<file path="src/rtl/card_slot_pkg.sv">
package card_slot_pkg;

  localparam int unsigned HOST_ADDR_WIDTH = 24;
  localparam int unsigned HOST_DATA_WIDTH = 16;

  // Register area within the chip-select 0 space
  localparam logic [23:0] REG_AREA_BASE  = 24'h20_0000;
  localparam logic [9:0]  REG_AREA_TAG   = 10'h080;
  localparam int unsigned REG_AREA_LSB   = 14;

  // Register byte addresses
  localparam logic [23:0] CARD_RESET_CONTROL_ADDR    = 24'h20_0000;
  localparam logic [23:0] CARD_DETECT_STATUS_ADDR    = 24'h20_0002;
  localparam logic [23:0] CARD_INTERRUPT_ENABLE_ADDR = 24'h20_0004;
  localparam logic [23:0] CARD_BUFFER_CONTROL_ADDR   = 24'h20_0006;

  // Reset values
  localparam logic [15:0] CARD_RESET_CONTROL_RST    = 16'h0100;
  localparam logic [15:0] CARD_INTERRUPT_ENABLE_RST = 16'h0000;
  localparam logic [15:0] CARD_BUFFER_CONTROL_RST   = 16'h0001;

  // Field positions (bit 0 is the least significant data line)
  localparam int unsigned OUTPUT_ENABLE_OVERRIDE_POS   = 8;
  localparam int unsigned CARD_RESET_BIT_POS           = 0;
  localparam int unsigned CARD_PRESENT_POS             = 0;
  localparam int unsigned INSERT_REMOVE_IRQ_ENABLE_POS = 0;
  localparam int unsigned BUFFER_ENABLE_BIT_POS        = 0;

  // Card area decode: host address bits steering card signals
  localparam logic [4:0]  CARD_AREA_TAG   = 5'h05;
  localparam int unsigned CARD_AREA_LSB   = 19;
  localparam int unsigned CE2_SEL_POS     = 16;
  localparam int unsigned CE1_SEL_POS     = 15;
  localparam int unsigned IO_SEL_N_POS    = 14;
  localparam int unsigned MEM_SEL_N_POS   = 13;
  localparam int unsigned ATTR_SEL_N_POS  = 12;
  localparam int unsigned CARD_A0_POS     = 11;
  localparam int unsigned CARD_ADDR_WIDTH = 11;

  // Detect synchroniser depth and warm-up
  localparam int unsigned SYNC_STAGES = 2;

endpackage : card_slot_pkg

</file>
<file path="src/rtl/card_detect_if.sv">
`timescale 1ns/1ps

interface card_detect_if;
  logic present;
  logic inserted;
  logic removed;

  modport source (
    output present,
    output inserted,
    output removed
  );

  modport sink (
    input present,
    input inserted,
    input removed
  );
endinterface : card_detect_if

</file>
<file path="src/rtl/card_slot_controller.sv">
`timescale 1ns/1ps

module card_slot_controller
  import card_slot_pkg::*;
(
  input  wire logic                       ref_clk_in,
  input  wire logic                       resetn_in,
  input  wire logic [HOST_ADDR_WIDTH-1:0] host_addr_in,
  input  wire logic [HOST_DATA_WIDTH-1:0] host_data_in,
  input  wire logic                       host_chip_select_zero_n_in,
  input  wire logic                       host_rd_n_in,
  input  wire logic                       host_bhw_n_in,
  input  wire logic                       host_blw_n_in,
  output logic      [HOST_DATA_WIDTH-1:0] host_data_out,
  output logic                            host_data_oe_n_out,
  output logic                            card_irq_out,
  input  wire logic                       card_detect_a_n_in,
  input  wire logic                       card_detect_b_n_in,
  output logic                            card_ce1_n_out,
  output logic                            card_ce2_n_out,
  output logic                            card_reg_n_out,
  output logic      [CARD_ADDR_WIDTH-1:0] card_addr_out,
  output logic                            card_output_enable_n_out,
  output logic                            card_we_n_out,
  output logic                            card_iord_n_out,
  output logic                            card_iowr_n_out,
  output logic                            card_reset_pin_out,
  output logic                            card_buffer_oe_n_out
);

  card_detect_if det ();

  card_detect_sync u_detect (
    .ref_clk_in         (ref_clk_in),
    .resetn_in          (resetn_in),
    .card_detect_a_n_in (card_detect_a_n_in),
    .card_detect_b_n_in (card_detect_b_n_in),
    .det                (det.source)
  );

  // Host access decode
  wire logic       host_read;
  wire logic       host_write;
  wire logic       reg_area;
  wire logic       card_area;
  wire logic       reg_read;
  wire logic       reg_write;
  wire logic [23:0] reg_addr;
  wire logic       sel_reset_ctl;
  wire logic       sel_status;
  wire logic       sel_irq_en;
  wire logic       sel_buffer_ctl;

  assign host_read  = ~host_chip_select_zero_n_in & ~host_rd_n_in;
  assign host_write = ~host_chip_select_zero_n_in & (~host_bhw_n_in | ~host_blw_n_in);
  assign reg_area   = host_addr_in[HOST_ADDR_WIDTH-1:REG_AREA_LSB] == REG_AREA_TAG;
  assign card_area  = host_addr_in[HOST_ADDR_WIDTH-1:CARD_AREA_LSB] == CARD_AREA_TAG;
  assign reg_read   = host_read & reg_area;
  assign reg_write  = host_write & reg_area;
  assign reg_addr   = {host_addr_in[HOST_ADDR_WIDTH-1:1], 1'b0};

  // Anything else in the register area is reserved and decodes to nothing
  assign sel_reset_ctl  = reg_addr == CARD_RESET_CONTROL_ADDR;
  assign sel_status     = reg_addr == CARD_DETECT_STATUS_ADDR;
  assign sel_irq_en     = reg_addr == CARD_INTERRUPT_ENABLE_ADDR;
  assign sel_buffer_ctl = reg_addr == CARD_BUFFER_CONTROL_ADDR;

  // One write per host strobe: act on the leading edge only
  logic write_seen_q;
  logic read_seen_q;
  wire logic write_take;
  wire logic read_take;
  wire logic hi_lane;
  wire logic lo_lane;

  assign write_take = reg_write & ~write_seen_q;
  assign read_take  = reg_read & ~read_seen_q;
  assign hi_lane    = ~host_bhw_n_in;
  assign lo_lane    = ~host_blw_n_in;

  always_ff @(posedge ref_clk_in or negedge resetn_in)
  begin
    if (!resetn_in)
    begin
      write_seen_q <= 1'b0;
      read_seen_q  <= 1'b0;
    end
    else
    begin
      write_seen_q <= reg_write;
      read_seen_q  <= reg_read;
    end
  end

  // Control registers
  logic output_enable_override_q;
  logic card_reset_bit_q;
  logic insert_remove_irq_enable_q;
  logic buffer_enable_bit_q;
  logic buffer_enable_bit_d;
  logic irq_pending_q;
  logic irq_pending_d;

  always_ff @(posedge ref_clk_in or negedge resetn_in)
  begin
    if (!resetn_in)
    begin
      output_enable_override_q <= CARD_RESET_CONTROL_RST[OUTPUT_ENABLE_OVERRIDE_POS];
      card_reset_bit_q         <= CARD_RESET_CONTROL_RST[CARD_RESET_BIT_POS];
    end
    else if (write_take && sel_reset_ctl)
    begin
      if (hi_lane)
        output_enable_override_q <= host_data_in[OUTPUT_ENABLE_OVERRIDE_POS];
      if (lo_lane)
        card_reset_bit_q <= host_data_in[CARD_RESET_BIT_POS];
    end
  end

  always_ff @(posedge ref_clk_in or negedge resetn_in)
  begin
    if (!resetn_in)
      insert_remove_irq_enable_q <=
        CARD_INTERRUPT_ENABLE_RST[INSERT_REMOVE_IRQ_ENABLE_POS];
    else if (write_take && sel_irq_en && lo_lane)
      insert_remove_irq_enable_q <= host_data_in[INSERT_REMOVE_IRQ_ENABLE_POS];
  end

  // Buffer enable: removal forces disable; enable only with a card seated
  always_comb
  begin
    buffer_enable_bit_d = buffer_enable_bit_q;
    if (write_take && sel_buffer_ctl && lo_lane)
    begin
      if (host_data_in[BUFFER_ENABLE_BIT_POS])
        buffer_enable_bit_d = 1'b1;
      else if (det.present)
        buffer_enable_bit_d = 1'b0;
    end
    if (det.removed || !det.present)
      buffer_enable_bit_d = 1'b1;
  end

  always_ff @(posedge ref_clk_in or negedge resetn_in)
  begin
    if (!resetn_in)
      buffer_enable_bit_q <= CARD_BUFFER_CONTROL_RST[BUFFER_ENABLE_BIT_POS];
    else
      buffer_enable_bit_q <= buffer_enable_bit_d;
  end

  // Interrupt request: held until the status register is read or the enable is cleared; a new event wins
  always_comb
  begin
    irq_pending_d = irq_pending_q;
    if (read_take && sel_status)
      irq_pending_d = 1'b0;
    if (!insert_remove_irq_enable_q)
      irq_pending_d = 1'b0;
    if (insert_remove_irq_enable_q && (det.inserted || det.removed))
      irq_pending_d = 1'b1;
  end

  always_ff @(posedge ref_clk_in or negedge resetn_in)
  begin
    if (!resetn_in)
      irq_pending_q <= 1'b0;
    else
      irq_pending_q <= irq_pending_d;
  end

  // Read data: unassigned bits and reserved addresses read zero
  logic [HOST_DATA_WIDTH-1:0] read_word;

  always_comb
  begin
    read_word = '0;
    if (sel_reset_ctl)
    begin
      read_word[OUTPUT_ENABLE_OVERRIDE_POS] = output_enable_override_q;
      read_word[CARD_RESET_BIT_POS]         = card_reset_bit_q;
    end
    if (sel_status)
      read_word[CARD_PRESENT_POS] = det.present;
    if (sel_irq_en)
      read_word[INSERT_REMOVE_IRQ_ENABLE_POS] = insert_remove_irq_enable_q;
    if (sel_buffer_ctl)
      read_word[BUFFER_ENABLE_BIT_POS] = buffer_enable_bit_q;
  end

  always_ff @(posedge ref_clk_in or negedge resetn_in)
  begin
    if (!resetn_in)
    begin
      host_data_out      <= '0;
      host_data_oe_n_out <= 1'b1;
    end
    else
    begin
      host_data_out      <= reg_read ? read_word : '0;
      host_data_oe_n_out <= ~reg_read;
    end
  end

  // Pin outputs registered: reset pin from its control flop, irq and buffer enable from next-state values
  always_ff @(posedge ref_clk_in or negedge resetn_in)
  begin
    if (!resetn_in)
    begin
      card_irq_out         <= 1'b0;
      card_reset_pin_out   <= CARD_RESET_CONTROL_RST[CARD_RESET_BIT_POS];
      card_buffer_oe_n_out <= CARD_BUFFER_CONTROL_RST[BUFFER_ENABLE_BIT_POS];
    end
    else
    begin
      card_irq_out         <= irq_pending_d;
      card_reset_pin_out   <= card_reset_bit_q;
      card_buffer_oe_n_out <= buffer_enable_bit_d;
    end
  end

  // Card strobes: pure decode so card timing is the host's own cycle, but output enable is held low while output_enable_override_q is clear
  wire logic card_sel;
  wire logic mem_sel;
  wire logic io_sel;

  assign card_sel = ~host_chip_select_zero_n_in & card_area;
  assign mem_sel  = card_sel & ~host_addr_in[MEM_SEL_N_POS];
  assign io_sel   = card_sel & ~host_addr_in[IO_SEL_N_POS];

  always_comb
  begin
    card_ce1_n_out  = card_sel ? host_addr_in[CE1_SEL_POS] : 1'b1;
    card_ce2_n_out  = card_sel ? host_addr_in[CE2_SEL_POS] : 1'b1;
    card_reg_n_out  = card_sel ? host_addr_in[ATTR_SEL_N_POS] : 1'b1;
    card_addr_out   = {host_addr_in[CARD_A0_POS-1:1], host_addr_in[CARD_A0_POS]};
    card_we_n_out   = ~(mem_sel & host_write);
    card_iord_n_out = ~(io_sel & host_read);
    card_iowr_n_out = ~(io_sel & host_write);
    if (output_enable_override_q)
      card_output_enable_n_out = ~(mem_sel & host_read);
    else
      card_output_enable_n_out = 1'b0;
  end

endmodule : card_slot_controller

</file>
<file path="src/rtl/card_detect_sync.sv">
`timescale 1ns/1ps

module card_detect_sync
  import card_slot_pkg::*;
(
  input  wire logic    ref_clk_in,
  input  wire logic    resetn_in,
  input  wire logic    card_detect_a_n_in,
  input  wire logic    card_detect_b_n_in,
  card_detect_if.source det
);

  logic [1:0] meta_q;
  logic [1:0] sync_q;
  logic [1:0] armed_q;
  logic       present_q;
  logic       inserted_q;
  logic       removed_q;
  logic       live_q;
  wire  logic present_d;
  wire  logic armed;

  // Card counts as seated only when both detect contacts are low
  assign present_d = ~sync_q[0] & ~sync_q[1];
  assign armed     = armed_q[1];

  always_ff @(posedge ref_clk_in or negedge resetn_in)
  begin
    if (!resetn_in)
    begin
      meta_q  <= 2'h3;
      sync_q  <= 2'h3;
      armed_q <= 2'h0;
    end
    else
    begin
      meta_q  <= {card_detect_b_n_in, card_detect_a_n_in};
      sync_q  <= meta_q;
      armed_q <= {armed_q[0], 1'b1};
    end
  end

  // Status follows the slot once the synchroniser holds real samples
  always_ff @(posedge ref_clk_in or negedge resetn_in)
  begin
    if (!resetn_in)
    begin
      present_q  <= 1'b0;
      inserted_q <= 1'b0;
      removed_q  <= 1'b0;
      live_q     <= 1'b0;
    end
    else
    begin
      // Edges count only after the first real sample, so a card seated at reset is no event
      live_q     <= armed;
      present_q  <= armed ? present_d : 1'b0;
      inserted_q <= live_q & present_d & ~present_q;
      removed_q  <= live_q & ~present_d & present_q;
    end
  end

  assign det.present  = present_q;
  assign det.inserted = inserted_q;
  assign det.removed  = removed_q;

endmodule : card_detect_sync

</file>
<file path="config.mk">
export PLATFORM = sky130hd
export DESIGN_NAME = card_slot_controller
export DESIGN_NICKNAME = d
export VERILOG_FILES = /design/src/rtl/card_slot_pkg.sv /design/src/rtl/card_detect_if.sv /design/src/rtl/card_slot_controller.sv /design/src/rtl/card_detect_sync.sv
export SDC_FILE = /design/constraint.sdc
export NUM_CORES = 1
export LEC_CHECK = 0
export ABC_AREA = 1
export CAP_MARGIN = 20
export CORE_UTILIZATION = 40
export DETAILED_ROUTE_END_ITERATION = 8
export DONT_BUFFER_PORTS = 1
export SLEW_MARGIN = 0
export SYNTH_ARGS = -nofsm -noshare
export SYNTH_HDL_FRONTEND = slang
export SYNTH_SLANG_ARGS = --single-unit
</file>
<file path="constraint.sdc">
create_clock -name ref_clk_in -period 1.5 [get_ports ref_clk_in]
set_input_delay 0.15 -clock ref_clk_in [delete_from_list [all_inputs] [get_ports ref_clk_in]]
set_output_delay 0.15 -clock ref_clk_in [all_outputs]
set_load 0.1 [all_outputs]
</file>
# ---- Word level (Yosys, flattened, before mapping)
# Cells that the tools add are included.
dict set report totals {
  reg_bits 28
  input_bits 48
  output_inout_bits 38
  word_cells 93
}
dict set report classes {
  eq_ne 7
  mux 18
  bitwise_logic 36
  reduce_logical 15
}
# operator count
set ops {}
lappend ops {{23-bit by 21-bit == test with 1-bit output (second input constant)} 4}
lappend ops {{1-bit AND} 18}
lappend ops {{1-bit 2-to-1 mux} 17}
lappend ops {{1-bit inverter} 17}
lappend ops {{10-bit by 8-bit == test with 1-bit output (second input constant)} 1}
lappend ops {{9-bit 2-to-1 mux} 1}
lappend ops {{1-bit logical AND} 7}
lappend ops {{2-bit AND reduction} 3}
lappend ops {{5-bit by 3-bit == test with 1-bit output (second input constant)} 1}
lappend ops {{3-bit by 1-bit inequality test with 1-bit output (second input constant)} 1}
lappend ops {{3-bit nonzero test} 1}
lappend ops {{1-bit logical OR} 2}
lappend ops {{2-bit nonzero test} 1}
lappend ops {{1-bit zero test} 1}
lappend ops {{1-bit bitwise OR} 1}

# ---- Logic depth before layout (Yosys ltp)
# Gate-level depths: netlist of run 1.
dict set report logic_depth {
  depth_word 9
  ltp_mapped 9
  ltp_nobuf 9
}

# ---- By module
# A second synthesis of run 1 with hierarchy kept.
dict set report hier_totals {
  cells_unflattened 176
  hier_area_um2 1316.3
}
# mod n_inst cells_each area_each_um2 seq_area_each_um2
set modules_own_cells {}
lappend modules_own_cells {card_slot_controller 1 154 1016.0 279.0}
lappend modules_own_cells {card_detect_sync 1 22 300.3 255.2}

# ---- Worst setup path before layout of run 1
# No wires, ideal clock.
dict set report synth_timing {
  path_kind {input-to-output}
  from {input port host_addr_in[23]}
  to {output port card_iord_n_out}
  arrival_ps 1451
  t_required_ps 1350
  path_slack_ps -101
  stages 4
  path_buffers 0
  path_cell_list {inv_2 -> nand3_2 -> nor4b_4 -> nand3_1}
}
dict set report synth_between {
  elab_chain_len 5
}
# element line
set synth_rtl {}
lappend synth_rtl {{start: declaration} card_slot_controller.sv:8} ;# input wire logic [HOST_ADDR_WIDTH-1:0] host_addr_in,
lappend synth_rtl {{5-bit by 3-bit == test with 1-bit output} card_slot_controller.sv:57} ;# assign card_area = host_addr_in[HOST_ADDR_WIDTH-1:CARD_AREA_LSB] == CARD_AREA_TAG;
lappend synth_rtl {{1-bit AND} card_slot_controller.sv:227} ;# assign card_sel = ~host_chip_select_zero_n_in & card_area;
lappend synth_rtl {{1-bit AND} card_slot_controller.sv:229} ;# assign io_sel = card_sel & ~host_addr_in[IO_SEL_N_POS];
lappend synth_rtl {{1-bit AND} card_slot_controller.sv:238} ;# card_iord_n_out = ~(io_sel & host_read);
lappend synth_rtl {{1-bit inverter} card_slot_controller.sv:238}
lappend synth_rtl {{end: declaration} card_slot_controller.sv:25} ;# output logic card_iord_n_out,
# No other way between the ends.

# ---- Final worst setup path of run 1
dict set report layout_timing {
  from {register output_enable_override_q}
  to {output port card_output_enable_n_out}
}
dict set report layout_between {
  elab_chain_len 1
}
# element line
set layout_rtl {}
lappend layout_rtl {{start: declaration} card_slot_controller.sv:96} ;# logic output_enable_override_q;
lappend layout_rtl {{start signal: assignment} card_slot_controller.sv:108} ;# output_enable_override_q <= CARD_RESET_CONTROL_RST[OUTPUT_ENABLE_OVERRIDE_POS];
lappend layout_rtl {{start signal: assignment} card_slot_controller.sv:114} ;# output_enable_override_q <= host_data_in[OUTPUT_ENABLE_OVERRIDE_POS];
lappend layout_rtl {{1-bit 2-to-1 mux} card_slot_controller.sv:240} ;# if (output_enable_override_q)
lappend layout_rtl {{end: declaration} card_slot_controller.sv:23} ;# output logic card_output_enable_n_out,
# No other way between the ends.

==> summary.txt, run 1 <==
Status = finished clean
XOR/XNOR share of the synthesized area = 0%
Vias in the first global route = 976
Synth-to-Final Area Change = 8.02%
Cell family with most CP delay = flip-flops
Multi-input gate area = 568 sq um
Hold_ws = 54.2 ps
Proportion of layout cells with a drive suffix above 1 = 23.7%
Ant diodes = 0
Setup total negative slack = 0 ps
Cts bufs inserted = 3
Fin nets = 235
Slowest-stage cell, CP = dfstp_2
Endpoints failing setup = 0
DRT Wirelength = 2330 um
Worst setup SP type = register
Compound-gate portion of the synthesized area = 2.40%
Row Count = 20
Synth unique cells = 23
Largest net degree at the start of global routing = 22
Antenna viol nets, final = 0
Post-synth top cells = inv_1 (28), nand2_1 (26), buf_4 (25), nor2_1 (23), nand3_1 (19)
CTS tree = built
Pwr dens = 743 nW/um^2
GRT Overall Usage = 14.5%
Worst-path fanout max = 3
Initial antenna violation count = 0
Synth top area cells = dfrtp_1 (26%), buf_4 (14%), dfstp_2 (14%)
Metal3 WL = 165 um
Ys Warns = 0
CTS sink cnt = 21
Core Footprint = 3130 sq um
Die W = 60.3 um
Pre-CTS setup slack = 225 ps
Crit-path max cell delay = 560 ps
Routed wire length on met2 = 1140 um
Clk pin slew, worst setup/hold paths = 110 ps
IO buf count = 0
Vias = 1041
Area share of fa/ha/maj cells after synthesis = 0%
Synth Area in Simple Gates = 35.3%
Post-route clock period utilization = 88.4%
Initial core utilization = 43.4%
Congestion Overflow GR = 0
Fmax = 0.754 GHz
I/O pin cnt = 86
Critical path type = register to output port
Worst Path Required = 1350 ps
Root buffer cell = clkbuf_4
Worst setup EP type = output port
Worst-Skew Late Latency = 300 ps
Top cell type's share of synthesized area = 25.8%
DRT iter0 DRCs = 35
Leakage power = 0.715 nW
Sequential-to-total area share from yosys stat = 39.4%
Post-synth EDFFs = 0
Die area = 3630 sq um
Post-synth top area cell = dfrtp_1
Buffers & Inverters on Critical Path = 2
Post-CTS setup buffers = 0
Period minus WS final = 1330 ps
Clk buf depth = 2
Slew HR = 42.7%
Pins Over Slew Limit = 0
Mux cell area share after synthesis = 0%
Post-route DRC = 0
Syn_area_per_cell = 7.71 sq um
TritonRoute pass-1 iters = 4
WL met1 = 1010 um
Hold Crit Class = input pin to register
WL/cell = 10.1 um
VDD IR-drop max = 0.802 mV
Register area = 534 sq um
# fillers = 322
Die Ht = 60.3 um
Final worst slack = 174 ps
Most frequent cell after synthesis = inv_1
H-tree depth = 1
Final Skew = 1.50 ps
RSZ-0062 raised after global routing = false
Async set-reset flop share out of synthesis = 100%
Flops & latches, synth = 21
Critical Path, Cell by Cell = nand2_1 > inv_1 > buf_12
Arrival @ worst endpoint = 1180 ps
Dominant synthesized flop cell = dfrtp_1
Post-Synthesis Cells = 176
Worst-Margin Slew = 856 ps
Synth Cell Area = 1360 sq um
Max-Cap Viols = 0
DR top layer = met4
Main combinational cell family by area after synthesis = simple AND/OR/NAND/NOR gates
Final hold violations = 0
Via density = 4.53
Gpl congestion = 0.828
Count of cells resized by post-cts repair = 0
HPWL Detailed = 1920 um
First-pass GRT wire length = 3950 um
## routing by layer
layer	track usage, %	up-vias
met3	4.55	2
met5	0	-
met4	1.99	0
met2	26.1	48
met1	17.0	472
li1	-	519
## worst paths after layout
kind                                          start                       end  slack, ps  cells past startpoint
setup / recovery           output_enable_override_q  card_output_enable_n_out        170                      3
setup reg to reg                       write_seen_q          card_reset_bit_q        480                      6
max in group asynchronous                 resetn_in        card_reset_pin_out        580                      1
min in group asynchronous                 resetn_in       u_detect.armed_q[0]        390                      1
hold reg to reg                  u_detect.meta_q[0]        u_detect.sync_q[0]        360                      0
hold / removal                     host_addr_in[19]               read_seen_q         50                      3
## worst reg2reg max path, delay by kind of cell (launching register included)
family | cells | cell delay, ps
simple gates | 5 | 450
flops | 1 | 400
buf+inv | 1 | 70
## sequential cells by signal (all words and copies together), names as in the netlist, 2 cells and up
register	flops
u_detect.armed_q	2
host_data_out	2
u_detect.meta_q	2
u_detect.sync_q	2
## power breakdown
group | switching [mW] | total, mW | internal, mW
sequential | 0.00393 | 0.587 | 0.583
clock | 0.166 | 0.267 | 0.102
combinational | 0.204 | 0.235 | 0.0310
## per-stage QoR
stage                     cells  util, %  total power [mW]  cell area [sq um]
after floorplan             189        -             0.968               1410
after global placement      220     44.0             0.808               1380
after detailed placement    220     44.0             0.810               1380
after CTS                   230     46.9              1.11               1470
after global routing        230     46.9              1.15               1470
final                       230     46.9              1.09               1470
## logic make-up (layout without fill, tap and decap cells)
kind of cell	count (synthesis)	count (layout)
and+or+nand+nor	91	91
AOI/OAI and AO/OA	6	6
buffers and inverters	56	53
DFF	21	21
other	2	15
## timing repair
item,in CTS,in global routing
hold buffers,6,0
endpoints found under the hold margin,27,0
endpoints found under the setup margin,0,0
## placed cells by master (no fill, tap or decap), drive strengths merged, types with 2 or more instances in the layout
cell | synthesis | routed
nand3 | 20 | 20
nand2 | 30 | 30
inv | 31 | 31
dfrtp | 14 | 14
nor3 | 2 | 2
dlygate4sd3 | 0 | 6
nor2 | 33 | 33
clkbuf | 0 | 3
o21ai | 4 | 4
conb | 2 | 15
buf | 25 | 12
dfstp | 7 | 7
nand4 | 3 | 3
## final cells by class
type | count | share of cell area [%]
Sequential cell | 21 | 36.4
Timing Repair Buffer | 18 | 11.1
Clock buffer | 3 | 1.54
Inverter | 31 | 7.94
Multi-Input combinational cell | 112 | 38.7
Tap cell | 44 | 3.75
Clock inverter | 1 | 0.512
(Power assumes the default switching activity.)
==> run 2, diff against run 1 <==
--- a/config.mk
+++ b/config.mk
@@ -10,6 +10,8 @@
 export CORE_UTILIZATION = 40
 export DETAILED_ROUTE_END_ITERATION = 8
 export DONT_BUFFER_PORTS = 1
+export PLACE_DENSITY = 0.52
+export RECOVER_POWER = 100
 export SLEW_MARGIN = 0
 export SYNTH_ARGS = -nofsm -noshare
 export SYNTH_HDL_FRONTEND = slang
==> constraint.sdc (replaced) <==
create_clock -name ref_clk_in -period 1.5 [get_ports ref_clk_in]
set_input_delay 0.3 -clock ref_clk_in [delete_from_list [all_inputs] [get_ports ref_clk_in]]
set_output_delay 0.3 -clock ref_clk_in [all_outputs]
set_load 0.1 [all_outputs]
==> run 2 against run 1 <==
- fmax fell by 8.6%
- sequential share of layout area decreased by 1.6 points
- core utilization grew 2.6 points
- via count about the same
- worst hold slack better by 33 ps
- register-to-register slack lost 100 ps
- clock skew rose by 1.4 ps
- sequential cell count stayed put
- critical endpoint is now card_iowr_n_out
==> summary.txt, run 2 (synthesized netlist as in run 1, its figures left out) <==
Via density = 4.50 (was 4.53)
Hold Path Origin = host_data_in[8] (was host_addr_in[19])
# fillers = 316 (was 322)
Core Footprint = 3130 sq um (unchanged)
Multi-input gate area = 581 sq um (was 568 sq um)
Pint = 716 uW (was 715 uW)
Ant diodes = 0 (unchanged)
CTS sink cnt = 21 (unchanged)
Initial core utilization = 43.4% (unchanged)
Logic pwr share = 21.7% (was 21.6%)
Hold Crit Class = input pin to register (unchanged)
Die W = 60.3 um (unchanged)
Worst-Skew Late Latency = 310 ps (was 300 ps)
Largest net degree at the start of global routing = 22 (unchanged)
Vias = 1040 (was 1041)
Flop pwr share = 53.2% (was 53.9%)
VDD IR-drop max = 0.676 mV (was 0.802 mV)
Final hold violations = 0 (unchanged)
Setup total negative slack = 0 ps (unchanged)
Clk buf depth = 2 (unchanged)
CTS tree = built (unchanged)
IO buf count = 0 (unchanged)
Post-Layout Cell Count = 231 (was 230)
Leakage power = 0.756 nW (was 0.715 nW)
Post-route DRC = 0 (unchanged)
Worst Path Required = 1200 ps (was 1350 ps)
Antenna viol nets, final = 0 (unchanged)
Hold Path Cell Cnt = 2 (was 3)
Worst-Margin Slew = 898 ps (was 856 ps)
Total power = 1.10 mW (was 1.09 mW)
Synth-to-Final Area Change = 14.1% (was 8.02%)
Initial antenna violation count = 0 (unchanged)
Proportion of layout cells with a drive suffix above 1 = 27.3% (was 23.7%)
HPWL Detailed = 2050 um (was 1920 um)
Status = finished clean (unchanged)
Fin nets = 236 (was 235)
Root buffer cell = clkbuf_4 (unchanged)
Clock Power Share = 25.1% (was 24.6%)
Congestion Overflow GR = 0 (unchanged)
Placed Cells incl. Taps = 223 (was 220)
Psw = 387 uW (was 374 uW)
H-tree depth = 1 (unchanged)
RSZ-0062 raised after global routing = false (unchanged)
Post-route clock period utilization = 96.7% (was 88.4%)
TritonRoute pass-1 iters = 4 (unchanged)
I/O pin cnt = 86 (unchanged)
Register area = 539 sq um (was 534 sq um)
Commonest non-fill, non-tap cells in the layout = nor2_1 (27), inv_1 (27), nand2_1 (22) (was inv_1 (28), nand2_1 (26), nor2_1 (23))
Worst setup SP type = input pin (was register)
Endpoints failing setup = 0 (unchanged)
WL/cell = 10.9 um (was 10.1 um)
Fmax = 0.689 GHz (was 0.754 GHz)
R2R cell count = 6 (unchanged)
Arrival @ worst endpoint = 1150 ps (was 1180 ps)
Die Ht = 60.3 um (unchanged)
Cts bufs inserted = 3 (unchanged)
Vias in the first global route = 973 (was 976)
GRT Overall Usage = 15.3% (was 14.5%)
Period minus WS final = 1450 ps (was 1330 ps)
Max-Cap Viols = 0 (unchanged)
Critical path type = input pin to output port (was register to output port)
Reg-to-reg critical path endpoint = card_reset_bit_q (unchanged)
Gpl congestion = 0.791 (was 0.828)
Worst setup EP type = output port (unchanged)
Die area = 3630 sq um (unchanged)
Clk pin slew, worst setup/hold paths = 120 ps (was 110 ps)
R2R Setup Slk = 380 ps (was 480 ps)
DRT iter0 DRCs = 14 (was 35)
Worst-path fanout max = 3 (unchanged)
Pwr dens = 712 nW/um^2 (was 743 nW/um^2)
Finished Core Util = 49.5% (was 46.9%)
WHS Endpoint = output_enable_override_q (was read_seen_q)
Switching Share = 35.1% (was 34.3%)
R2r startpoint = write_seen_q (unchanged)
Slew HR = 39.9% (was 42.7%)
First-pass GRT wire length = 4080 um (was 3950 um)
Final Skew = 2.89 ps (was 1.50 ps)
Pins Over Slew Limit = 0 (unchanged)
DRT Wirelength = 2520 um (was 2330 um)
Row Count = 20 (unchanged)
[run 2: changes by cell type in the layout (fill, tap and decap cells not counted), moves of 3 or more]
| cell | change |
|---|---|
| buf_12 | +5 |
| nand3_1 | -3 |
| buf_4 | -7 |
| nor2_1 | +4 |
| nand2_2 | +4 |
| nand2_1 | -4 |
| dlygate4sd3_1 | -3 |
| buf_2 | +3 |
| nor2_2 | -3 |
[run 2: how the worst max path moves through the flow]
| stage | from | endpoint | slack [ps] | cells after the start |
|---|---|---|---|---|
| global placement | host_addr_in[22] | card_iord_n_out | 20 | 6 |
| floorplan | host_addr_in[23] | card_iord_n_out | -270 | 4 |
| finish | host_addr_in[23] | card_iowr_n_out | 50 | 6 |
| global route | host_addr_in[23] | card_iowr_n_out | 4 | 6 |
| CTS | host_addr_in[22] | card_we_n_out | 3 | 6 |
| detailed placement | host_addr_in[22] | card_iord_n_out | -5 | 6 |
[run 2: metrics by stage]
step	setup slack [ps]	hold slack, ps	cell area (sq um)
after floorplan	-273	4.41	1430
after global placement	23.1	4.85	1470
after detailed placement	-5.29	4.87	1470
after CTS	3.45	73.8	1550
after global routing	3.75	97.6	1550
final	48.9	87.1	1550
[run 2: cell type report]
cell class                      instances  share of cell area [%]
Multi-Input combinational cell        112                    37.5
Tap cell                               44                    3.55
Clock buffer                            3                    1.45
Sequential cell                        21                    34.8
Timing Repair Buffer                   19                    14.4
Clock inverter                          1                   0.485
Inverter                               31                    7.84
[run 2: repair_timing]
item | CTS | global route
endpoints found under the setup margin | 4 | 5
pin swaps | 0 | 2
gates resized for setup | 3 | 10
hold buffers | 3 | 0
hold endpoints to repair | 23 | 0
setup buffers | 1 | 0
[run 2: per-layer routing]
| metal | vias to the layer above | track usage (%) | wire length (um) |
|---|---|---|---|
| li1 | 515 | - | - |
| met1 | 469 | 17.5 | 1050 |
| met2 | 47 | 26.1 | 1230 |
| met3 | 9 | 5.84 | 203 |
| met4 | 0 | 4.98 | 38 |
| met5 | - | 0 | 0 |
[run 2: worst max-delay path: stages]
cell,delay (ps)
inv_4,30
nand3_4,70
nor4b_4,280
buf_4,190
nand3_2,70
buf_6,190
[run 2: power groups by stage]
stage               sequential, mW  clock, mW  combinational, mW
floorplan                    0.596          0              0.374
global placement             0.597          0              0.219
detailed placement           0.598          0              0.222
CTS                          0.587      0.291              0.239
global route                 0.588      0.306              0.255
finish                       0.587      0.277              0.240
